File: src/design/ida_params.svh
`ifndef IDA_PARAMS_SVH
`define IDA_PARAMS_SVH

// indirect data port location in the data map
`define IDA_PORT_ADDR 8'h00
// pointer register location in the data map
`define IDA_PTR_ADDR 8'h04
// status register location (bank-select lives in bit 7)
`define IDA_STATUS_ADDR 8'h03
`define IDA_BANK_BIT 7
`define IDA_PTR_RST 8'h00
`define IDA_SELF_READ 8'h00

`endif

File: src/design/ida_pkg.sv
package ida_pkg;
	typedef logic [7:0] ida_byte_t;
	typedef logic [8:0] ida_eaddr_t;
endpackage

File: src/design/ida_ptr.sv
`timescale 1ns/1ps
`include "ida_params.svh"

module ida_ptr
(
	input wire logic clk_sys,
	input wire logic sys_rst,
	input wire logic wr_en,
	input wire ida_pkg::ida_byte_t wr_data,
	output ida_pkg::ida_byte_t ptr_value
);
	ida_pkg::ida_byte_t ptr_reg;

	always_ff @(posedge clk_sys)
	begin
		if (sys_rst)
			ptr_reg <= `IDA_PTR_RST;
		else if (wr_en)
			ptr_reg <= wr_data;
	end

	assign ptr_value = ptr_reg;
endmodule

File: src/design/ida_top.sv
`timescale 1ns/1ps
`include "ida_params.svh"

// How it works
// - the indirect data port holds no storage and any access to it becomes an indirect access.
// - an access naming the port is carried out on the location held in the pointer register.
// - reading the port while the pointer names the port itself returns 00h.
// - writing the port while the pointer names the port itself changes no location.
// - the effective address is 9 bits, bank-select bit above the 8-bit target.
// - the bank-select bit reaches only eff_addr; mem_addr carries the 8-bit target alone.

module ida_top
(
	input wire logic clk_sys,
	input wire logic sys_rst,
	input wire ida_pkg::ida_byte_t core_addr,
	input wire logic core_rd,
	input wire logic core_wr,
	input wire ida_pkg::ida_byte_t core_wdata,
	input wire logic bank_select_in,
	input wire ida_pkg::ida_byte_t mem_rdata,
	output ida_pkg::ida_byte_t core_rdata,
	output logic core_rvalid,
	output ida_pkg::ida_byte_t mem_addr,
	output logic mem_rd,
	output logic mem_wr,
	output ida_pkg::ida_byte_t mem_wdata,
	output ida_pkg::ida_eaddr_t eff_addr,
	output ida_pkg::ida_byte_t file_select_pointer
);
	// ----------------------------------------
	// address decoding
	// ----------------------------------------
	function automatic logic is_port(input ida_pkg::ida_byte_t a);
		is_port = (a == `IDA_PORT_ADDR);
	endfunction

	function automatic logic is_ptr(input ida_pkg::ida_byte_t a);
		is_ptr = (a == `IDA_PTR_ADDR);
	endfunction

	// ----------------------------------------
	// resolution nets
	// ----------------------------------------
	ida_pkg::ida_byte_t ptr_value;
	wire indirect;
	wire self_ref;
	wire ptr_hit;
	wire ptr_wr;
	wire wr_ok;
	wire rd_ok;
	wire ida_pkg::ida_byte_t target;
	wire ida_pkg::ida_eaddr_t eff_next;
	wire ida_pkg::ida_byte_t rdata_next;
	wire ida_pkg::ida_byte_t fsp_next;

	// ----------------------------------------
	// output registers
	// ----------------------------------------
	// every port comes from a flop, so the core sees answers one cycle late
	ida_pkg::ida_byte_t mem_addr_reg;
	logic mem_rd_reg;
	logic mem_wr_reg;
	ida_pkg::ida_byte_t mem_wdata_reg;
	ida_pkg::ida_eaddr_t eff_addr_reg;
	ida_pkg::ida_byte_t core_rdata_reg;
	logic core_rvalid_reg;
	ida_pkg::ida_byte_t fsp_reg;

	// ----------------------------------------
	// pointer register
	// ----------------------------------------
	// plain pointer register
	ida_ptr u_ptr
	(
		.clk_sys(clk_sys),
		.sys_rst(sys_rst),
		.wr_en(ptr_wr),
		.wr_data(core_wdata),
		.ptr_value(ptr_value)
	);

	// ----------------------------------------
	// address resolution
	// ----------------------------------------
	// port access redirected
	assign indirect = is_port(core_addr);
	assign target = indirect ? ptr_value : core_addr;
	assign self_ref = indirect && is_port(ptr_value);
	assign ptr_hit = is_ptr(target);
	assign ptr_wr = core_wr && ptr_hit;
	// self write suppressed
	// pointer writes stay out of memory, one owner per location
	assign wr_ok = core_wr && !self_ref && !ptr_hit;
	assign rd_ok = core_rd && !self_ref;
	assign eff_next = {bank_select_in, target};

	// ----------------------------------------
	// read data and pointer mirror
	// ----------------------------------------
	// memory answers within the request cycle; no wait state is inserted
	// self read zero
	assign rdata_next = self_ref ? `IDA_SELF_READ : (ptr_hit ? ptr_value : mem_rdata);
	// a read in the cycle of a pointer write still sees the old pointer
	assign fsp_next = ptr_wr ? core_wdata : ptr_value;

	// ----------------------------------------
	// registered outputs
	// ----------------------------------------
	// bank bit ignored
	always_ff @(posedge clk_sys)
	begin
		if (sys_rst)
		begin
			mem_addr_reg <= 8'h00;
		end
		else
		begin
			mem_addr_reg <= target;
		end
	end

	always_ff @(posedge clk_sys)
	begin
		if (sys_rst)
		begin
			mem_rd_reg <= 1'b0;
		end
		else
		begin
			mem_rd_reg <= rd_ok;
		end
	end

	always_ff @(posedge clk_sys)
	begin
		if (sys_rst)
		begin
			mem_wr_reg <= 1'b0;
		end
		else
		begin
			mem_wr_reg <= wr_ok;
		end
	end

	always_ff @(posedge clk_sys)
	begin
		if (sys_rst)
		begin
			mem_wdata_reg <= 8'h00;
		end
		else
		begin
			mem_wdata_reg <= core_wdata;
		end
	end

	always_ff @(posedge clk_sys)
	begin
		if (sys_rst)
		begin
			eff_addr_reg <= 9'h000;
		end
		else
		begin
			eff_addr_reg <= eff_next;
		end
	end

	always_ff @(posedge clk_sys)
	begin
		if (sys_rst)
		begin
			core_rdata_reg <= 8'h00;
		end
		else
		begin
			core_rdata_reg <= rdata_next;
		end
	end

	always_ff @(posedge clk_sys)
	begin
		if (sys_rst)
		begin
			core_rvalid_reg <= 1'b0;
		end
		else
		begin
			core_rvalid_reg <= core_rd;
		end
	end

	always_ff @(posedge clk_sys)
	begin
		if (sys_rst)
		begin
			fsp_reg <= `IDA_PTR_RST;
		end
		else
		begin
			fsp_reg <= fsp_next;
		end
	end

	// ----------------------------------------
	// output ports
	// ----------------------------------------
	assign mem_addr = mem_addr_reg;
	assign mem_rd = mem_rd_reg;
	assign mem_wr = mem_wr_reg;
	assign mem_wdata = mem_wdata_reg;
	assign eff_addr = eff_addr_reg;
	assign core_rdata = core_rdata_reg;
	assign core_rvalid = core_rvalid_reg;
	assign file_select_pointer = fsp_reg;
endmodule

File: config.mk
export PLATFORM = sky130hd
export DESIGN_NAME = ida_top
export DESIGN_NICKNAME = d
export VERILOG_FILES = /design/src/design/ida_pkg.sv /design/src/design/ida_ptr.sv /design/src/design/ida_top.sv
export VERILOG_INCLUDE_DIRS = /design/src /design/src/design
export SDC_FILE = /design/constraint.sdc
export NUM_CORES = 1
export LEC_CHECK = 0
export BUFFER_PORTS_ARGS = -buffer_cell sky130_fd_sc_hd__buf_4
export CORE_UTILIZATION = 40
export CTS_CLUSTER_SIZE = 14
export DETAILED_ROUTE_END_ITERATION = 16
export GPL_TIMING_DRIVEN = 0
export PLACE_DENSITY = 0.74
export SLEW_MARGIN = 20
export SYNTH_ARGS = -nofsm -noshare
export SYNTH_HDL_FRONTEND = slang
export SYNTH_SLANG_ARGS = --single-unit
File: constraint.sdc
create_clock -name clk_sys -period 2.13 [get_ports clk_sys]
set_clock_uncertainty 0.2 [all_clocks]
set_input_delay 0.213 -clock clk_sys [delete_from_list [all_inputs] [get_ports clk_sys]]
set_output_delay 0.213 -clock clk_sys [all_outputs]
set_load 0.01 [all_outputs]
==> results.json <==
{
  "syn_inst": 131,
  "irDropWorstVdd_v": 0.0005223,
  "worstPathCellList": "dlygate4sd3_1 > buf_4 > nor4_1 > nand2_1 > nor3b_2 > buf_4 > mux2i_1",
  "drv_slew": 0,
  "cp-start-kind": "primary input",
  "r2r_cells": 5,
  "setup_viol": 0,
  "fin_nets": 268,
  "yosysTopAreaCell": "dfxtp_1",
  "hpwl_um": 2531,
  "grt_use_total_pct": 20.59,
  "wl_per_cell_um": 13.32,
  "syn-num-nets": 160,
  "grt_pass1_wl_um": 5492,
  "dieHeight_um": 61.11,
  "path_buf_inv": 3,
  "dr.pass1.iters": 4,
  "dieArea_um2": 3734,
  "path_max_fanout": 8,
  "cts_max_level": 2,
  "diodes": 0,
  "seq_area_frac_synth_pct": 51.57,
  "gp_congestion": 0.7944,
  "antenna_found_initial": 0,
  "placed_cell_area_um2": 1996,
  "period_share_pct": 94.56,
  "drt.antenna.violating_nets": 0,
  "cts_made_buffers": 5,
  "worst_path_most_repeated_cell": "buf_4",
  "drt_iter0_drc": 20,
  "grt_max_degree": 11,
  "drive_gt1_share_pct": 42.68,
  "syn_area_um2": 1398,
  "clk_pin_slew_worst_paths_ns": 0.10,
  "postSynthAreaPerCell_um2": 10.67,
  "vias": 1322,
  "hold_viol_final": 0,
  "fin_setup_tns_ns": 0,
  "rr_endpoint": "file_select_pointer[5]",
  "clockBufferDepth": 2,
  "critical-path-max-stage-delay_ns": 0.55,
  "p_per_area_nw_per_um2": 566.5,
  "synth.distinct_cells": 24,
  "crit_start": "core_addr[5]",
  "placed_cells": 249,
  "finalWirelength_um": 3797,
  "cp_top_family": "buffers and inverters",
  "slew_headroom_pct": 74.03,
  "initial_utilization_pct": 41.88,
  "hold_path.class": "primary input to register",
  "design_area_um2": 2351,
  "vias_per_cell": 4.639,
  "cts_root_buf": "clkbuf_4",
  "cp_slowest_cell": "dlygate4sd3_1",
  "critical_path_cell_count": 7,
  "synth_area_leaders": "dfxtp_1, mux2i_1, nand2b_1",
  "clock_sinks": 36,
  "end_kind": "register",
  "rrSetupSlack_ns": 0.32,
  "rsz0062_at_grt": "no",
  "p_leak_nw": 1.093,
  "rr_startpoint": "file_select_pointer[7]",
  "critPathArrivalTime_ns": 2.08,
  "core-area_um2": 3337,
  "crit_path_end": "file_select_pointer[5]",
  "ys_seq_elements": 36,
  "port_buffers": 72,
  "rows": 21,
  "yosysWarnings": 0,
  "layout_min_cycle_time_ns": 2.014,
  "io_pins": 73,
  "insertion_delay_ns": 0.33,
  "synthToLayoutAreaGrowth_pct": 68.22,
  "overflow": 0,
  "tritoncts": "done",
  "required_ns": 2.19,
  "drc": 0,
  "die_x_um": 61.11,
  "worstSetupPathType": "primary input to register",
  "synth_top_area_share_pct": 51.57,
  "grt_pass1_vias": 1254,
  "cts_setup_buffers": 0,
  "worst_pin_slew_ns": 0.3878,
  "outcome": "finished clean",
  "fin_cells": 285,
  "max_cap_viol_count": 0,
  "max_freq_mhz": 496.5
}
## through the flow
| step | setup WS (ns) | total power [mW] | hold slack [ns] | utilization, % |
|---|---|---|---|---|
| floorplan | 0.4732 | 0.8009 | 0.09210 | - |
| global placement | 0.3845 | 0.9081 | 0.2252 | 59.81 |
| detailed placement | 0.3245 | 0.9130 | 0.2329 | 59.81 |
| CTS | 0.1167 | 1.337 | 0.04285 | 70.45 |
| global route | 0.02942 | 1.381 | 0.07780 | 70.45 |
| finish | 0.1160 | 1.332 | 0.05154 | 70.45 |
## logic make-up (layout without fill, tap and decap cells)
kind of cell           after synthesis  count (layout)  synth area share (%)
flip-flops                          36              36                 51.57
buffers and inverters               21             129                 8.594
AND/OR/NAND/NOR                     49              49                 24.98
multiplexers                        16              16                 11.46
AO/OA/AOI/OAI                        9               9                 3.402
## layout by cell type, fill, tap and decap left out
cell and instances:
buf_4 81, nor2_4 1, or4_4 1, dlygate4sd3_1 29
nor3_1 2, dfxtp_1 36, nor2b_1 2, nand4bb_1 1
a21oi_1 7, nand3b_1 1, and2_1 1, clkbuf_8 2
nand3b_2 8, nand2_1 1, nor3b_2 1, clkbuf_4 5
nor4_1 2, nor2_2 1, a31oi_1 2, nor2_1 9
inv_1 8, nand2b_1 16, buf_6 1, clkbuf_1 3
nor4_2 1, mux2i_1 16, or4_1 1
## layer usage
layer | vias to the layer above | global-route usage, % | wire length, um
met5 | - | 0 | 0
met3 | 8 | 3.151 | 192
met1 | 614 | 22.48 | 1543
met2 | 56 | 37.58 | 1983
li1 | 644 | - | -
met4 | 0 | 12.01 | 77
## power breakdown
group          switching, mW  internal [mW]  total (mW)
clock network          0.203          0.187       0.390
logic                 0.0842          0.146       0.230
registers             0.0107          0.701       0.712
total                  0.298           1.03        1.33
## Yosys cell counts
cell type and instances:
nand2b_1 16, nor2_4 1, nand4bb_1 1, mux2i_1 16
a31oi_1 2, nor2_2 1, buf_6 1, nor4_1 2
clkbuf_1 3, nor4_2 1, nand2_1 1, nor3_1 2
and2_1 1, or4_4 1, nor3b_2 1, nand3b_2 8
dfxtp_1 36, inv_1 8, nand3b_1 1, or4_1 1
nor2b_1 2, buf_4 9, nor2_1 9, a21oi_1 7
## worst min path at each step
stage / end / slack [ns] / startpoint / cells past startpoint
2_1_floorplan: core_rvalid / 0.09 / sys_rst / 1
3_3_place_gp: mem_wdata[5] / 0.23 / core_wdata[5] / 3
3_5_place_dp: eff_addr[8] / 0.23 / bank_select_in / 2
4_1_cts: mem_rd / 0.04 / core_rd / 3
5_1_grt: mem_rd / 0.08 / core_rd / 3
6_report: mem_rd / 0.05 / core_rd / 3
## repair_timing
item	in CTS	in global routing
endpoints found under the hold margin	34	0
hold buffers	29	0
resized for setup	0	0
## tightest hold or removal path, delay by kind of cell
family / cells / cell delay (ns)
buf+inv: 1 / 0.07
simple gates: 2 / 0.27
## final cells by class
class                   count  area (um2)
plain buffers              13       90.09
clock buffers               7       65.06
fillers                   247       985.9
inverters                   8       30.03
multi-input cells          74       556.8
flip-flops and latches     36       720.7
well taps                  46       57.56
repair buffers            101       830.8
Power figures use the tool's default switching activity.
